`config.mk`:
```
export PLATFORM = sky130hd
export DESIGN_NAME = pt_timer
export DESIGN_NICKNAME = d
export VERILOG_FILES = /design/src/hw/pt_pkg.sv /design/src/hw/pt_scaler.sv /design/src/hw/pt_timer.sv
export SDC_FILE = /design/constraint.sdc
export NUM_CORES = 1
export LEC_CHECK = 0
export ABC_AREA = 1
export BUFFER_PORTS_ARGS = -buffer_cell sky130_fd_sc_hd__buf_4
export CORE_AREA = 2 2 83 85
export DETAILED_ROUTE_END_ITERATION = 16
export DIE_AREA = 0 0 85 87
export PLACE_DENSITY = 0.82
export SYNTH_ARGS = -nofsm -noshare
export SYNTH_HDL_FRONTEND = slang
export SYNTH_SLANG_ARGS = --single-unit
```
`constraint.sdc`:
```
create_clock -name mclk -period 1.5 [get_ports mclk]
set_input_delay 0.15 -clock mclk [delete_from_list [all_inputs] [get_ports mclk]]
set_output_delay 0.15 -clock mclk [all_outputs]
set_load 0.1 [all_outputs]
```
`src/hw/pt_pkg.sv`:
```
/*
 * constants shared by the period timer: register map, field layout,
 * reset values and the instruction-clock divide.
 * assumes a single clock domain and an 8-bit register port.
 */
//==============================================================
// Overview of operation
// RQ1: eight-bit counter, read and write by software, zero after any reset.
// RQ2: counter advances on instruction clock through prescale 1, 4 or 16.
// RQ3: counter counts up to period value, then wraps to zero next increment.
// RQ4: eight-bit period register, read and write, all ones after reset.
// RQ5: period matches feed four-bit postscaler whose output sets the match flag.
// RQ6: postscale field value plus one gives the postscale ratio.
// RQ7: run bit two enables counting; cleared, the counter stands still.
// RQ8: counter write, control write or reset clears both scaler counters.
// RQ9: control write leaves counter value unchanged.
// RQ10: raw period match pulse, before postscaler, goes to the serial port.
// RQ11: counter and match are exported as the PWM time base.
// RQ12: match flag at flags bit one, its enable at enables bit one.
// RQ13: prescale 00 divides by 1, 01 by 4, 1x by 16.
// RQ14: flag stays set until software clears it.
// RQ15: control bit seven reads zero; other control bits reset to zero.
`default_nettype none

package pt_pkg;

	//==========================================================
	// register map
	localparam logic [7:0] ADDR_INT_CTRL = 8'h0b;
	localparam logic [7:0] ADDR_FLAGS    = 8'h0c;
	localparam logic [7:0] ADDR_COUNT    = 8'h11;
	localparam logic [7:0] ADDR_CTRL     = 8'h12;
	localparam logic [7:0] ADDR_ENABLES  = 8'h8c;
	localparam logic [7:0] ADDR_PERIOD   = 8'h92;

	//==========================================================
	// reset values
	localparam logic [7:0] RST_COUNT    = 8'h00;
	localparam logic [7:0] RST_PERIOD   = 8'hff;
	localparam logic [7:0] RST_CTRL     = 8'h00;
	localparam logic [7:0] RST_INT_CTRL = 8'h00;

	//==========================================================
	// field layout
	localparam int unsigned CTRL_PRE_LSB   = 0;
	localparam int unsigned CTRL_RUN_BIT   = 2;
	localparam int unsigned CTRL_POST_LSB  = 3;
	localparam logic [7:0]  CTRL_IMPL_MASK = 8'h7f;
	localparam int unsigned FLAG_MATCH_BIT = 1;

	//==========================================================
	// scaler limits (ratio minus one)
	localparam logic [3:0] PRE_LIM_1  = 4'h0;
	localparam logic [3:0] PRE_LIM_4  = 4'h3;
	localparam logic [3:0] PRE_LIM_16 = 4'hf;

	// oscillator cycles per instruction cycle
	localparam int unsigned INSTR_DIV = 4;
	localparam logic [1:0]  INSTR_LIM = 2'(INSTR_DIV - 1);

	function automatic logic [3:0] pt_pre_limit(input logic [1:0] sel);
		case (sel)
			2'b00:   pt_pre_limit = PRE_LIM_1;
			2'b01:   pt_pre_limit = PRE_LIM_4;
			default: pt_pre_limit = PRE_LIM_16;
		endcase
	endfunction

endpackage

`default_nettype wire

```
`src/hw/pt_scaler.sv`:
```
/*
 * modulo counter used as divider: one pulse per (limit+1) ticks.
 * assumes clr and tick come from logic on the same clock.
 */
`timescale 1ns/100ps
`default_nettype none

module pt_scaler #(
	parameter int unsigned WIDTH = 4
) (
	input  wire logic             clk,
	input  wire logic             rst_n,
	input  wire logic             clr,
	input  wire logic             tick,
	input  wire logic [WIDTH-1:0] limit,
	output var  logic [WIDTH-1:0] count,
	output logic                  pulse
);

	logic [WIDTH-1:0] next_count;

	// a clear masks the pulse so nothing downstream moves on that cycle
	assign pulse = tick && !clr && (count >= limit);

	always_comb begin
		next_count = count;
		if (clr)
			next_count = '0;
		else if (tick)
			next_count = (count >= limit) ? '0 : count + 1'b1;
	end

	always_ff @(posedge clk or negedge rst_n) begin
		if (!rst_n)
			count <= '0;
		else
			count <= next_count;
	end

endmodule // pt_scaler

`default_nettype wire

```
`src/hw/pt_timer.sv`:
```
/*
 * eight-bit period timer with prescaler and postscaler, register
 * port, sticky match flag with enable and one level interrupt.
 * assumes mclk is the oscillator clock; arst_n may be asynchronous.
 */
`timescale 1ns/100ps
`default_nettype none

module pt_timer
	import pt_pkg::*;
(
	input  wire logic       mclk,
	input  wire logic       arst_n,
	input  wire logic [7:0] reg_addr,
	input  wire logic [7:0] reg_wdata,
	input  wire logic       reg_wr,
	input  wire logic       reg_rd,
	output var  logic [7:0] reg_rdata,
	output logic            irq,
	output var  logic       period_match,
	output var  logic [7:0] pwm_count,
	output var  logic [7:0] pwm_period
);

	//==========================================================
	// reset release
	logic [1:0] rst_sync;
	logic       rst_n;

	always_ff @(posedge mclk or negedge arst_n) begin
		if (!arst_n)
			rst_sync <= 2'b00;
		else
			rst_sync <= {rst_sync[0], 1'b1};
	end

	assign rst_n = rst_sync[1];

	//==========================================================
	// register strobes
	logic wr_count;
	logic wr_ctrl;
	logic wr_period;
	logic wr_flags;
	logic wr_enables;
	logic wr_int_ctrl;
	logic rd_flags;

	assign wr_count    = reg_wr && (reg_addr == ADDR_COUNT);
	assign wr_ctrl     = reg_wr && (reg_addr == ADDR_CTRL);
	assign wr_period   = reg_wr && (reg_addr == ADDR_PERIOD);
	assign wr_flags    = reg_wr && (reg_addr == ADDR_FLAGS);
	assign wr_enables  = reg_wr && (reg_addr == ADDR_ENABLES);
	assign wr_int_ctrl = reg_wr && (reg_addr == ADDR_INT_CTRL);
	assign rd_flags    = reg_rd && (reg_addr == ADDR_FLAGS);

	//==========================================================
	// control state
	logic [7:0] ctrl;
	logic [7:0] period;
	logic [7:0] int_ctrl;
	logic       flag;
	logic       enable;
	logic [7:0] next_ctrl;
	logic [7:0] next_period;
	logic [7:0] next_int_ctrl;
	logic       next_flag;
	logic       next_enable;
	logic [7:0] next_rdata;

	logic       run;
	logic [1:0] prescale_select;
	logic [3:0] postscale_select;

	assign run              = ctrl[CTRL_RUN_BIT];
	assign prescale_select  = ctrl[CTRL_PRE_LSB +: 2];
	assign postscale_select = ctrl[CTRL_POST_LSB +: 4];

	//==========================================================
	// scaler chain
	logic       instr_tick;
	logic [3:0] pre_cnt;
	logic [3:0] post_cnt;
	logic       count_en;
	logic       post_pulse;
	logic       scaler_clr;
	logic       wrap;
	logic [7:0] count;
	logic [7:0] next_count;
	logic       next_match;

	// counter and control writes restart both scalers
	assign scaler_clr = wr_count || wr_ctrl; // RQ8

	// instruction clock is the oscillator over four
	pt_scaler #(
		.WIDTH (2)
	) u_instr (
		.clk   (mclk),
		.rst_n (rst_n),
		.clr   (1'b0),
		.tick  (1'b1),
		.limit (INSTR_LIM),
		.count (),
		.pulse (instr_tick)
	);

	// gated by run so a stopped timer keeps its prescaler still
	pt_scaler #(
		.WIDTH (4)
	) u_pre (
		.clk   (mclk),
		.rst_n (rst_n),
		.clr   (scaler_clr),
		.tick  (instr_tick && run), // RQ2 RQ7
		.limit (pt_pre_limit(prescale_select)), // RQ13
		.count (pre_cnt),
		.pulse (count_en)
	);

	assign wrap = count_en && (count == period);

	pt_scaler #(
		.WIDTH (4)
	) u_post (
		.clk   (mclk),
		.rst_n (rst_n),
		.clr   (scaler_clr),
		.tick  (wrap), // RQ5
		.limit (postscale_select), // RQ6
		.count (post_cnt),
		.pulse (post_pulse)
	);

	//==========================================================
	// counter
	always_comb begin
		next_count = count;
		next_match = 1'b0;
		if (wr_count)
			next_count = reg_wdata; // RQ1
		else if (count_en) begin
			if (wrap) begin
				next_count = RST_COUNT; // RQ3
				next_match = 1'b1; // RQ10
			end else begin
				next_count = count + 8'h01;
			end
		end
	end

	always_ff @(posedge mclk or negedge rst_n) begin
		if (!rst_n) begin
			count        <= RST_COUNT; // RQ1
			period_match <= 1'b0;
		end else begin
			count        <= next_count;
			period_match <= next_match;
		end
	end

	// PWM unit sees the live count and period
	assign pwm_count  = count; // RQ11
	assign pwm_period = period; // RQ11

	//==========================================================
	// registers and read port
	always_comb begin
		next_ctrl     = ctrl;
		next_period   = period;
		next_int_ctrl = int_ctrl;
		next_enable   = enable;
		next_flag     = flag;
		next_rdata    = 8'h00;
		if (wr_ctrl)
			next_ctrl = reg_wdata & CTRL_IMPL_MASK; // RQ15 RQ9
		if (wr_period)
			next_period = reg_wdata; // RQ4
		if (wr_int_ctrl)
			next_int_ctrl = reg_wdata;
		if (wr_enables)
			next_enable = reg_wdata[FLAG_MATCH_BIT]; // RQ12
		// a postscaled match beats a clear in the same cycle
		if (post_pulse)
			next_flag = 1'b1; // RQ5 RQ14
		else if (wr_flags)
			next_flag = reg_wdata[FLAG_MATCH_BIT]; // RQ12
		else if (rd_flags)
			next_flag = 1'b0;
		if (reg_rd) begin
			case (reg_addr)
				ADDR_INT_CTRL: next_rdata = int_ctrl;
				ADDR_FLAGS:    next_rdata[FLAG_MATCH_BIT] = flag;
				ADDR_COUNT:    next_rdata = count;
				ADDR_CTRL:     next_rdata = ctrl;
				ADDR_ENABLES:  next_rdata[FLAG_MATCH_BIT] = enable;
				ADDR_PERIOD:   next_rdata = period;
				default:       next_rdata = 8'h00;
			endcase
		end
	end

	always_ff @(posedge mclk or negedge rst_n) begin
		if (!rst_n) begin
			ctrl      <= RST_CTRL; // RQ15
			period    <= RST_PERIOD; // RQ4
			int_ctrl  <= RST_INT_CTRL;
			enable    <= 1'b0;
			flag      <= 1'b0;
			reg_rdata <= 8'h00;
		end else begin
			ctrl      <= next_ctrl;
			period    <= next_period;
			int_ctrl  <= next_int_ctrl;
			enable    <= next_enable;
			flag      <= next_flag;
			reg_rdata <= next_rdata;
		end
	end

	// level interrupt while the unmasked flag stands
	assign irq = flag && enable; // RQ12

	//==========================================================
	// checks
	property p_count_load;
		@(posedge mclk) disable iff (!rst_n)
		wr_count |=> (count == $past(reg_wdata));
	endproperty
	a_count_load: assert property (p_count_load) // RQ1
		else $error("counter did not take the written value");

	property p_count_wrap;
		@(posedge mclk) disable iff (!rst_n)
		(count_en && !wr_count && count == period)
			|=> (count == 8'h00) && period_match;
	endproperty
	a_count_wrap: assert property (p_count_wrap) // RQ3
		else $error("counter did not wrap to zero at period");

	property p_count_step;
		@(posedge mclk) disable iff (!rst_n)
		(count_en && !wr_count && count != period)
			|=> (count == $past(count) + 8'h01) && !period_match;
	endproperty
	a_count_step: assert property (p_count_step) // RQ3
		else $error("counter did not advance by one");

	property p_period_write;
		@(posedge mclk) disable iff (!rst_n)
		wr_period ##1 (reg_rd && reg_addr == ADDR_PERIOD)
			|=> (reg_rdata == $past(reg_wdata, 2));
	endproperty
	a_period_write: assert property (p_period_write) // RQ4
		else $error("period register read back wrong");

	property p_flag_set;
		@(posedge mclk) disable iff (!rst_n)
		post_pulse |=> flag ##1 (flag || $past(wr_flags || rd_flags));
	endproperty
	a_flag_set: assert property (p_flag_set) // RQ5
		else $error("postscaled match did not set the flag");

	property p_stopped;
		@(posedge mclk) disable iff (!rst_n)
		(!run && !wr_count) [*2] |-> $stable(count);
	endproperty
	a_stopped: assert property (p_stopped) // RQ7
		else $error("counter moved while stopped");

	property p_scaler_clear;
		@(posedge mclk) disable iff (!rst_n)
		scaler_clr |=> (pre_cnt == 4'h0) && (post_cnt == 4'h0);
	endproperty
	a_scaler_clear: assert property (p_scaler_clear) // RQ8
		else $error("scalers not cleared by write");

	property p_ctrl_keeps_count;
		@(posedge mclk) disable iff (!rst_n)
		wr_ctrl |=> (count == $past(count));
	endproperty
	a_ctrl_keeps_count: assert property (p_ctrl_keeps_count) // RQ9
		else $error("control write changed the counter");

	property p_match_pulse;
		@(posedge mclk) disable iff (!rst_n)
		period_match |-> $past(wrap) ##1 !period_match;
	endproperty
	a_match_pulse: assert property (p_match_pulse) // RQ10
		else $error("match pulse without a wrap");

	property p_flag_holds;
		@(posedge mclk) disable iff (!rst_n)
		(flag && !wr_flags && !rd_flags) |=> flag;
	endproperty
	a_flag_holds: assert property (p_flag_holds) // RQ14
		else $error("flag dropped without software clear");

	property p_irq;
		@(posedge mclk) disable iff (!rst_n)
		(post_pulse && enable && !wr_enables) |=> irq;
	endproperty
	a_irq: assert property (p_irq) // RQ12
		else $error("interrupt output disagrees with flag and enable");

	property p_ctrl_bit7;
		@(posedge mclk) disable iff (!rst_n)
		(reg_rd && reg_addr == ADDR_CTRL) |=> !reg_rdata[7];
	endproperty
	a_ctrl_bit7: assert property (p_ctrl_bit7) // RQ15
		else $error("control bit seven read as one");

	property p_pre_ratio;
		@(posedge mclk) disable iff (!rst_n)
		(count_en && prescale_select == 2'b01 && !scaler_clr && !wr_ctrl)
			|=> (!count_en || prescale_select != 2'b01) [*8];
	endproperty
	a_pre_ratio: assert property (p_pre_ratio) // RQ13
		else $error("prescale by four stepped too soon");

	// a set in the same cycle is allowed to win over the clear
	property p_flag_clear;
		@(posedge mclk) disable iff (!rst_n)
		(wr_flags && !reg_wdata[FLAG_MATCH_BIT] && !post_pulse) |=> !flag;
	endproperty
	a_flag_clear: assert property (p_flag_clear) // RQ14
		else $error("flag not cleared by a zero write");

	property p_enable_write;
		@(posedge mclk) disable iff (!rst_n)
		wr_enables |=> (enable == $past(reg_wdata[FLAG_MATCH_BIT]));
	endproperty
	a_enable_write: assert property (p_enable_write) // RQ12
		else $error("interrupt enable did not take the written bit");

	property p_run_gate;
		@(posedge mclk) disable iff (!rst_n)
		(!run && !scaler_clr) |=> (pre_cnt == $past(pre_cnt));
	endproperty
	a_run_gate: assert property (p_run_gate) // RQ7
		else $error("prescaler moved while stopped");

	property p_period_hold;
		@(posedge mclk) disable iff (!rst_n)
		!wr_period |=> (period == $past(period));
	endproperty
	a_period_hold: assert property (p_period_hold) // RQ4
		else $error("period register changed without a write");

endmodule // pt_timer

`default_nettype wire

```
Word-level counts from Yosys, hierarchy flattened
Index checks and enable logic that the tools add are counted.
Widths: inputs -> output; s select.
{"block": "totals", "elab_cells": 69, "output_inout_bits": 26, "latchBits": 0, "romBits": 0, "input_bits": 20, "regBits": 54, "ramBits": 0, "memories": 0}
{"block": "op_classes", "order_cmp": 3, "shift": 0, "reduce_logical": 21, "n_addsub": 4, "div_mod_pow": 0, "n_mul": 0, "bitwise_logic": 0, "mux": 21, "n_eq_ne": 8}
{"operator": "$mux 8", "n": 4}
{"operator": "$mux 4", "n": 6}
{"operator": "$pmux 6 s4", "n": 1}
{"operator": "$eq 8x4->1 const B", "n": 2}
{"operator": "$eq 8x5->1 const B", "n": 2}
{"operator": "$eq 8x8->1 const B", "n": 2}
{"operator": "$logic_and 1x1->1", "n": 14}
{"operator": "$add 4x1->4 const B", "n": 2}
{"operator": "$add 8x1->8 const B", "n": 1}
{"operator": "$eq 8x8->1", "n": 1}
{"operator": "$ge 4x4->1", "n": 2}
{"operator": "$pmux 4 s2", "n": 1}
{"operator": "$mux 1", "n": 6}
{"operator": "$pmux 1 s6", "n": 1}
{"operator": "$reduce_bool 2->1", "n": 3}
{"operator": "$pmux 1 s4", "n": 1}
{"operator": "$reduce_bool 3->1", "n": 1}
{"operator": "$add 2x1->2 const B", "n": 1}
{"operator": "$eq 2x1->1 const B", "n": 1}
{"operator": "$ge 2x2->1 const B", "n": 1}
{"operator": "$logic_not 2->1", "n": 1}
{"operator": "$mux 2", "n": 1}
{"operator": "$logic_not 1->1", "n": 1}
{"operator": "$logic_or 1x1->1", "n": 1}

Longest topological paths before layout
Gate-level depths: netlist (run 1).
{"block": "logic_depth", "ltp_word": 10, "depth_mapped": 13, "mapped_depth_nobuf": 12}

Cells and area by module
Synthesis (run 1) repeated with hierarchy kept, for this count alone.
{"block": "unflattened", "hier_cells": 478, "hier_area_um2": 3424.5}
{"module": "pt_timer", "area_each_um2": 2555.0, "cells_per_inst": 352, "seq_area_each_um2": 1111.1, "n_inst": 1}
{"module": "pt_scaler (u_post ...)", "area_each_um2": 342.8, "cells_per_inst": 48, "seq_area_each_um2": 100.1, "n_inst": 2}
{"module": "pt_scaler (u_instr)", "area_each_um2": 183.9, "cells_per_inst": 30, "seq_area_each_um2": 50.0, "n_inst": 1}

Least setup slack after synthesis (run 1)
No wires, ideal clock.
{"block": "synth_path", "kind": "register to register", "start": "register count[3] (netlist: pwm_count[3])", "end": "register count[0] (netlist: pwm_count[0])", "setup_ns": 0.128, "arrival_time_ns": 1.903, "synth_period_minus_slack_ns": 2.031, "path_slack_ns": -0.531, "stages_incl_launch_ff": 11, "n_path_buf": 1, "t_required_ns": 1.372, "path_cell_list": "dfrtp_1 buf_2 inv_1 nand2_1 nand2_1 nor2_1 nand2_1 nor2_4 nor2_2 nand3_1 nand3_1"}
{"block": "synth_between", "elab_chain_len": 5}
{"item": "from (decl)", "line": "pt_timer.sv:88", "text": "logic [7:0] count;"}
{"item": "from (signal assigned)", "line": "pt_timer.sv:157", "text": "count <= next_count;"}
{"item": "$eq 8x8->1", "line": "pt_timer.sv:121", "text": "assign wrap = count_en && (count == period);"}
{"item": "$logic_and 1x1->1", "line": "pt_timer.sv:121"}
{"item": "$mux 8", "line": "pt_timer.sv:143", "text": "if (wrap) begin"}
{"item": "$mux 8", "line": "pt_timer.sv:142", "text": "else if (count_en) begin"}
{"item": "$mux 8", "line": "pt_timer.sv:140", "text": "if (wr_count)"}
Every way passes these cells. The select of a mux whose other input is x is not followed.
A chain may end at the register's enable or synchronous reset.

Worst setup path in the final report (run 1)
{"block": "layout_path", "start": "register ctrl[1]", "end": "register count[5] (netlist: pwm_count[5])"}
{"block": "layout_between", "elab_chain_len": 8, "word_cells_on_any_way": 10, "classes_between": "order compare (1); eq/ne (1); mux (4); reduce/logical (4)"}
{"item": "from (decl)", "line": "pt_timer.sv:59", "text": "logic [7:0] ctrl;"}
{"item": "from (signal assigned)", "line": "pt_timer.sv:212", "text": "ctrl <= next_ctrl;"}
{"item": "$eq 2x1->1 / $logic_not 2->1 (equally long branches)", "line": "pt_pkg.sv:62", "text": "case (sel)"}
{"item": "$pmux 4 s2 *", "line": "pt_pkg.sv:62"}
{"item": "$ge 4x4->1 *", "line": "pt_scaler.sv:23", "text": "assign pulse = tick && !clr && (count >= limit);"}
{"item": "$logic_and 1x1->1 *", "line": "pt_scaler.sv:23"}
{"item": "$logic_and 1x1->1", "line": "pt_timer.sv:121"}
{"item": "$mux 8", "line": "pt_timer.sv:143"}
{"item": "$mux 8", "line": "pt_timer.sv:142"}
{"item": "$mux 8", "line": "pt_timer.sv:140"}
Mark *: on every way between the ends. The rest lies on a longest branch, timed or not. The select of a mux whose other input is x is not followed.

==> impl_metrics.ini, run 1 <==
[placement]
port_buffers = 45
dp_cells = 546
gp_congestion = 0.883
dp_slack_ns = -0.205
dp_hpwl_mm = 6.10
place_area_um2 = 3920

[clocking]
cts-buffers-inserted = 5
cts-htree-levels = 2
clk_latency_ns = 0.31
cts_max_path_buffers = 2
path_clk_slew_ns = 0.10
tritoncts = done
root_buffer = clkbuf_8
clock-sinks = 54

[cells_and_area]
antenna_cells = 0
stdcell_area_um2 = 4170
final_util_pct = 63.4
nNetsFinal = 506
drive_gt1_share_pct = 35.2
area_growth_syn_to_layout_pct = 33.0
fin_cells = 555

[drt]
drc = 0
drt-initial-drc-count = 219
vias_per_cell = 5.43
routed_wl_mm = 8.51
firstDrtPassIters = 6
wl_per_cell_um = 15.3
vias = 3016
ant_nets = 0

[sta]
setup_viol = 18
timing.hold.ws_ns = 0.0684
drv_slew = 0
clock.fmax_ghz = 0.576
period_minus_slack_ns = 1.74
finClkSkew_ns = 0.00805
fin_ws_ns = -0.235
finalCritPeriodShare_pct = 116
final_hold_viol_count = 0
rsz0062_at_grt = true

[worst_setup_path]
cp.arrival_ns = 1.98
cp_slowest_stage_delay_ns = 0.40
crit_family = simple AND/OR/NAND/NOR gates
path_class = flip-flop to flip-flop
critPathRequiredTime_ns = 1.74
cp_slowest_cell = dfrtp_1
path_cells = buf_4 > inv_1 > ha_1 > a21oi_1 > nand2_2 > buf_4 > nand3_4 > nand3_1 > nand3_1
setup.worst_path.end_class = flip-flop
start_kind = flip-flop
cp_max_fo = 8
crit_buf_inv = 3

[power_and_ir_drop]
sw_frac_of_total_pct = 31.3
internal_power_mw = 2.55
pwr-share-clk_pct = 32.4
p_comb_share_pct = 24.4
p_per_area_nw_per_um2 = 892
leakagePower_nw = 2.15
power.share.sequential_pct = 43.3
vdd_drop_max_uv = 641
p_sw_mw = 1.16

[synth]
synthTopCellsByArea = dfrtp_1 (37%), nand2_1 (10%), inv_1 (7.1%)
synth_flop_cell = dfrtp_1
yosysSeqAreaShare_pct = 43.5
synthCells = 387
synth_edf_count = 0
async_flop_share_pct = 100
synthesis.area_um2 = 3130
synth_common_cells = nand2_1 (84), inv_1 (59), dfrtp_1 (46)
synth_nets = 419
synth_warnings = 0
netlist.area_leader.share_pct = 36.7
syn_avg_cell_area_um2 = 8.10
synth.most_common_cell = nand2_1
synth_seq_cells = 54
synth.largest_area_cell = dfrtp_1
synth_cell_types = 33

[outcome]
violations = setup timing
status = finished with violations

[floorplan]
rows = 30
dieArea_um2 = 7400
ioPinCount = 46
start_util_pct = 47.7
die_y_um = 87
core-area_um2 = 6570
dieWidth_um = 85

[global_route]
grt_pass1_vias = 2930
grt_pass1_wl_mm = 13.8
antenna_found_initial = 0
overflow = 0
grt.total_usage_pct = 23.4
grt_max_degree = 53

[job]
cap_violations = 0

[worst_hold_path]
hold_path.class = input pin to flip-flop
cell families (layout without fill, tap and decap cells):
kind of cell / count (synthesis) / count (layout) / share of synthesized area, %
buffers and inverters: 73 / 161 / 9.58
XOR/XNOR: 9 / 9 / 2.52
adder cells (fa/ha/maj): 12 / 12 / 4.79
AND/OR/NAND/NOR: 186 / 186 / 30.3
AO/OA/AOI/OAI: 51 / 51 / 8.87
other: 1 / 1 / 0.120
flip-flops: 54 / 54 / 43.5
multiplexers: 1 / 1 / 0.359
metrics by stage:
stage / TNS [ns] / power [mW]
after detailed placement: -2.88 / 2.49
after global routing: -5.19 / 3.86
after floorplan: -1.94 / 2.19
after CTS: -3.12 / 3.70
after global placement: -1.52 / 2.46
final: -3.22 / 3.71
worst register-to-register path, cell delays in order, from the launching register on:
cell and delay, ns:
dfrtp_1 0.40, buf_4 0.14, inv_1 0.09, ha_1 0.25, a21oi_1 0.17, nand2_2 0.11, buf_4 0.15, nand3_4 0.14
nand3_1 0.10, nand3_1 0.09
power groups by stage:
stage / Combinational [mW] / Clock (mW) / Sequential (mW)
4_1_cts: 0.879 / 1.21 / 1.61
2_1_floorplan: 0.333 / 0 / 1.86
5_1_grt: 0.973 / 1.27 / 1.62
3_5_place_dp: 0.859 / 0 / 1.63
6_report: 0.906 / 1.20 / 1.61
3_3_place_gp: 0.835 / 0 / 1.63
metal layers:
layer	vias to the layer above	routed length [µm]	share of wire (%)	global-route usage [%]
met4	0	213	2.5	9.81
met2	148	4230	50	38.1
li1	1418	-	-	-
met5	-	0	0	0
met1	1427	3540	42	31.6
met3	23	525	6.2	2.94
path summary, 6_finish.rpt:
path                               from            end  slack, ns  depth (start not counted)
setup / recovery                ctrl[1]   pwm_count[5]      -0.24                          9
min in group asynchronous        arst_n    rst_sync[1]       0.15                          2
hold reg to reg             rst_sync[1]        ctrl[0]       0.25                          1
max in group asynchronous   rst_sync[1]  pwm_period[4]       0.94                          1
setup reg to reg                ctrl[1]   pwm_count[5]      -0.24                          9
hold / removal             reg_wdata[5]    int_ctrl[5]       0.07                          3
layout by cell type (no fill, tap or decap), types with 7 or more instances in the layout:
cell type   n
nor2_1     22
nand2_1    83
nand3_2    13
dfrtp_2     7
nand2_2    10
buf_4      75
o21ai_1    13
dfstp_4     8
dfrtp_1    37
buf_6       8
ha_1       12
inv_2      15
inv_1      51
nand3_1    28
o22ai_1    13
o21ai_0    18
state kept, by name (all words and copies together) (netlist names):
name and count:
ctrl 7, enable 1, flag 1, int_ctrl 8, period_match 1, pwm_count 8, pwm_period 8, reg_rdata 8
rst_sync 2, u_instr.count 2, u_post.count 4, u_pre.count 4
final cells by class:
cell class | count | area, µm²
inverters | 66 | 248
well taps | 80 | 100
fillers | 531 | 2400
repair buffers | 87 | 723
multi-input cells | 260 | 1550
clock buffers | 6 | 82.6
flip-flops and latches | 54 | 1410
clock inverters | 2 | 60.1
what timing repair did:
action	CTS	global route
buffers inserted	1	1
pin swaps	7	4
hold buffers	1	0
gates cloned	0	0
endpoints found under the hold margin	2	0
gates resized for setup	7	16
setup endpoints to repair	19	25
Power figures use the tool's default switching activity.
==> run 2: changes to the inputs <==
REMOVE_ABC_BUFFERS = 1   (was default)
==> impl_metrics.ini, run 2 (synthesis gave the netlist of run 1 again) <==
[floorplan]
start_util_pct = 47.7
dieArea_um2 = 7400
ioPinCount = 46
die_y_um = 87
rows = 30
core-area_um2 = 6570
dieWidth_um = 85

[sta]
fin_ws_ns = -0.238
finalCritPeriodShare_pct = 116
fin_tns_setup_ns = -3.36
finClkSkew_ns = 0.00557
final_hold_viol_count = 0
rsz0062_at_grt = true
clock.fmax_ghz = 0.575
drv_slew = 0
setup_viol = 18
period_minus_slack_ns = 1.74

[placement]
dp_cells = 535
place_area_um2 = 3780
gp_congestion = 0.916
dp_slack_ns = -0.276
dp_hpwl_mm = 6.06
port_buffers = 45

[cells_and_area]
drive_gt1_share_pct = 32.8
nNetsFinal = 498
regArea_um2 = 1360
multi_input_area_um2 = 1590
stdcell_area_um2 = 4040
fin_cells = 547
nFillCells = 515
layout_commonest_cell = nand2_1
layout_common_cells = nand2_1 (82), buf_4 (72), inv_1 (57)
area_growth_syn_to_layout_pct = 28.8
antenna_cells = 0

[worst_hold_path]
hold_path.startpoint = reg_wdata[5]
worstHoldPathCells = 3
min_to = int_ctrl[5]
hold_path.class = input pin to flip-flop

[drt]
vias = 2957
firstDrtPassIters = 7
vias_per_cell = 5.41
wl_per_cell_um = 15.3
drc = 0
drt-initial-drc-count = 228
routed_wl_mm = 8.39
ant_nets = 0

[global_route]
grt.total_usage_pct = 22.9
overflow = 0
antenna_found_initial = 0
grt_max_degree = 36
grt_pass1_vias = 2798
grt_pass1_wl_mm = 13.2

[worst_setup_path]
start_kind = flip-flop
cp_slowest_stage_delay_ns = 0.41
r2r_start = ctrl[1]
path_cells = nor2_2 > inv_1 > ha_1 > o21ai_1 > nand2_1 > nand2_1 > nand2_2 > buf_6 > nand3_4 > nand3_1 > nand3_1
cp-startpoint = ctrl[1]
critPathRequiredTime_ns = 1.76
crit_family = simple AND/OR/NAND/NOR gates
cp_slowest_cell = dfrtp_1
crit_buf_inv = 2
setup.worst_path.end_class = flip-flop
cp.arrival_ns = 2.00
path_class = flip-flop to flip-flop
cp_max_fo = 8
reg2reg_slack_ns = -0.24
r2r_cells = 11
reg2reg_to = pwm_count[3]

[power_and_ir_drop]
p_comb_share_pct = 26.2
p_per_area_nw_per_um2 = 827
power.share.sequential_pct = 47.9
leakagePower_nw = 2.10
sw_frac_of_total_pct = 35.1
p_total_mw = 3.34
pwr-share-clk_pct = 25.9
p_sw_mw = 1.17
internal_power_mw = 2.17
vdd_drop_max_uv = 587

[job]
cap_violations = 0

[outcome]
status = finished with violations
violations = setup timing

[clocking]
cts-buffers-inserted = 5
path_clk_slew_ns = 0.10
clk_latency_ns = 0.32
root_buffer = clkbuf_8
tritoncts = done
cts-htree-levels = 2
cts_max_path_buffers = 2
clock-sinks = 54
==> run 2: cell count changes in the layout (fill, tap and decap cells not counted), sizes merged <==
cell,change
buf,-8
bufinv,-2
clkinv,+1
clkinvlp,+1
==> run 2: final cells by class <==
type	count	area share, %
multi-input combinational	260	39.3
clock buffer	6	2.05
timing repair buffer	79	16.0
tap	80	2.48
sequential	54	33.8
inverter	66	6.14
clock inverter	2	0.310
==> run 2: worst max-delay path by stage <==
stage / endpoint / slack (ns) / cells after the start
2_1_floorplan: pwm_count[6] / -0.50 / 6
3_3_place_gp: u_post.count[1] / -0.14 / 11
3_5_place_dp: u_post.count[1] / -0.28 / 11
4_1_cts: pwm_count[3] / -0.16 / 11
5_1_grt: pwm_count[3] / -0.35 / 11
6_report: pwm_count[3] / -0.24 / 11
==> run 2: power by group through the flow <==
| stage | sequential (mW) | combinational (mW) | clock, mW |
|---|---|---|---|
| 5_1_grt | 1.61 | 0.941 | 0.932 |
| 6_report | 1.60 | 0.874 | 0.866 |
| 3_3_place_gp | 1.62 | 0.782 | 0 |
| 3_5_place_dp | 1.62 | 0.801 | 0 |
| 4_1_cts | 1.60 | 0.835 | 0.868 |
| 2_1_floorplan | 1.84 | 0.303 | 0 |
==> run 2: per-stage QoR <==
step / hold WS (ns) / util (%)
floorplan: -0.146 / -
global placement: -0.0663 / 57.6
detailed placement: -0.0650 / 57.6
CTS: 0.0606 / 60.6
global route: 0.0677 / 61.4
finish: 0.0629 / 61.4
==> run 2: routing by layer <==
layer | share of wire [%] | wire length (µm) | up-vias | GRT usage [%]
met5 | 0 | 0 | - | 0
li1 | - | - | 1397 | -
met1 | 41 | 3470 | 1394 | 29.6
met3 | 6.1 | 510 | 26 | 3.70
met4 | 3.0 | 251 | 0 | 9.67
met2 | 50 | 4160 | 140 | 38.3
==> run 2: repair_timing <==
item	in CTS	in global routing
hold buffers	1	0
buffers inserted	3	0
endpoints found under the setup margin	18	18
pin swaps	12	8
gates resized for setup	19	12
hold endpoints to repair	2	0
==> run 2: worst register-to-register path, cell delays in order (launching register included) <==
cell and delay (ns):
dfrtp_1 0.41, nor2_2 0.14, inv_1 0.06, ha_1 0.26
o21ai_1 0.13, nand2_1 0.06, nand2_1 0.07, nand2_2 0.07
buf_6 0.14, nand3_4 0.15, nand3_1 0.11, nand3_1 0.09
==> run 3: changes to the inputs <==
CELL_PAD_IN_SITES_DETAIL_PLACEMENT = 1   (was default)
CELL_PAD_IN_SITES_GLOBAL_PLACEMENT = 1   (was default)
CORE_AREA = 2 2 94 96   (was 2 2 83 85)
DIE_AREA = 0 0 96 98   (was 0 0 85 87)
PLACE_DENSITY = 0.85   (was 0.82)
==> impl_metrics.ini, run 3 (synthesis gave the netlist of run 1 again) <==
[placement]
dp_cells = 572
dp_slack_ns = -0.304
dp_hpwl_mm = 7.38
place_area_um2 = 3870
port_buffers = 45
gp_congestion = 0.822

[drt]
vias = 3067
drt-initial-drc-count = 220
vias_per_cell = 5.25
ant_nets = 0
drc = 0
routed_wl_mm = 10.7
wl_per_cell_um = 18.3
firstDrtPassIters = 4

[clocking]
cts-htree-levels = 2
cts_max_path_buffers = 2
clock-sinks = 54
root_buffer = clkbuf_8
clk_latency_ns = 0.32
path_clk_slew_ns = 0.11
tritoncts = done
cts-buffers-inserted = 5

[sta]
setup_viol = 18
rsz0062_at_grt = true
period_minus_slack_ns = 1.85
fin_tns_setup_ns = -4.98
finalCritPeriodShare_pct = 123
drv_slew = 0
fin_ws_ns = -0.349
finClkSkew_ns = 0.00826
clock.fmax_ghz = 0.541
final_hold_viol_count = 0

[power_and_ir_drop]
p_per_area_nw_per_um2 = 825
leakagePower_nw = 2.15
vdd_drop_max_uv = 472
p_total_mw = 3.41

[outcome]
violations = setup timing
status = finished with violations

[floorplan]
dieArea_um2 = 9410
start_util_pct = 37.0
dieWidth_um = 96
core-area_um2 = 8470
die_y_um = 98
rows = 34
ioPinCount = 46

[cells_and_area]
multi_input_area_um2 = 1590
area_growth_syn_to_layout_pct = 32.0
antenna_cells = 0
regArea_um2 = 1360
drive_gt1_share_pct = 34.0
nNetsFinal = 507
nFillCells = 1026
stdcell_area_um2 = 4140
fin_cells = 584
layout_commonest_cell = nand2_1
layout_common_cells = nand2_1 (82), buf_4 (81), inv_1 (55)

[worst_setup_path]
r2r_start = ctrl[1]
cp-endpoint = pwm_count[5]
path_class = flip-flop to flip-flop
setup.worst_path.end_class = flip-flop
cp.arrival_ns = 2.11
critPathRequiredTime_ns = 1.76
cp-startpoint = ctrl[1]
reg2reg_slack_ns = -0.35
reg2reg_to = pwm_count[5]
cp_max_fo = 8
r2r_cells = 11
start_kind = flip-flop

[global_route]
grt_pass1_vias = 3228
antenna_found_initial = 0
grt.total_usage_pct = 23.6
grt_pass1_wl_mm = 16.9
overflow = 0
grt_max_degree = 53

[worst_hold_path]
hold_path.class = input pin to flip-flop

[job]
cap_violations = 0
[run 3: cell types whose count changed in the layout (fill, tap and decap cells not counted), moves of 4 or more]
| cell | delta |
|---|---|
| buf_4 | +9 |
| nand3_1 | +7 |
| nand3_2 | -7 |
| o21ai_1 | -4 |
[run 3: worst min-delay path by stage]
stage,start,to,slack (ns),cells after the start
3_3_place_gp,arst_n,rst_sync[0],-0.07,1
6_report,reg_wdata[7],int_ctrl[7],0.06,3
3_5_place_dp,arst_n,rst_sync[0],-0.06,1
2_1_floorplan,arst_n,rst_sync[0],-0.15,0
4_1_cts,reg_wdata[7],int_ctrl[7],0.06,3
5_1_grt,reg_wdata[7],int_ctrl[7],0.06,3
[run 3: final cells by class]
cell class / count / area share, %
Inverter: 66 / 5.99
Timing Repair Buffer: 88 / 17.0
Tap cell: 108 / 3.27
Clock inverter: 1 / 0.212
Sequential cell: 54 / 32.9
Multi-Input combinational cell: 260 / 38.5
Clock buffer: 7 / 2.09
[run 3: report_power, final]
part / switching (mW) / total [mW] / internal (mW)
Clock: 0.521 / 0.904 / 0.384
Combinational: 0.644 / 0.917 / 0.273
Sequential: 0.0582 / 1.59 / 1.53
[run 3: metrics by stage]
stage | hold slack (ns) | utilization (%)
3_3_place_gp | -0.0678 | 45.7
3_5_place_dp | -0.0633 | 45.7
2_1_floorplan | -0.146 | -
6_report | 0.0584 | 48.9
5_1_grt | 0.0597 | 48.9
4_1_cts | 0.0621 | 48.1
[run 3: timing repair]
item,in CTS,in global routing
pin swaps,10,6
resized for setup,20,12
hold endpoints to repair,2,0
setup buffers,2,1
endpoints found under the setup margin,18,18
hold buffers,1,0
[run 3: metal layers]
layer / GRT usage [%] / wire (µm) / vias up
met1: 29.3 / 4230 / 1497
met3: 3.16 / 594 / 37
met4: 10.7 / 444 / 0
li1: - / - / 1415
met2: 40.3 / 5430 / 118
met5: 0 / 0 / -
[run 3: worst max-delay path, stage by stage, from the launching register on]
cell and delay [ns]:
dfrtp_1 0.41, nor2_2 0.17, inv_2 0.07, ha_4 0.24, o21ai_4 0.13, nand2_1 0.08, nand2_1 0.08, nand2_2 0.08
buf_6 0.14, nand3_4 0.15, nand3_2 0.12, nand3_2 0.11
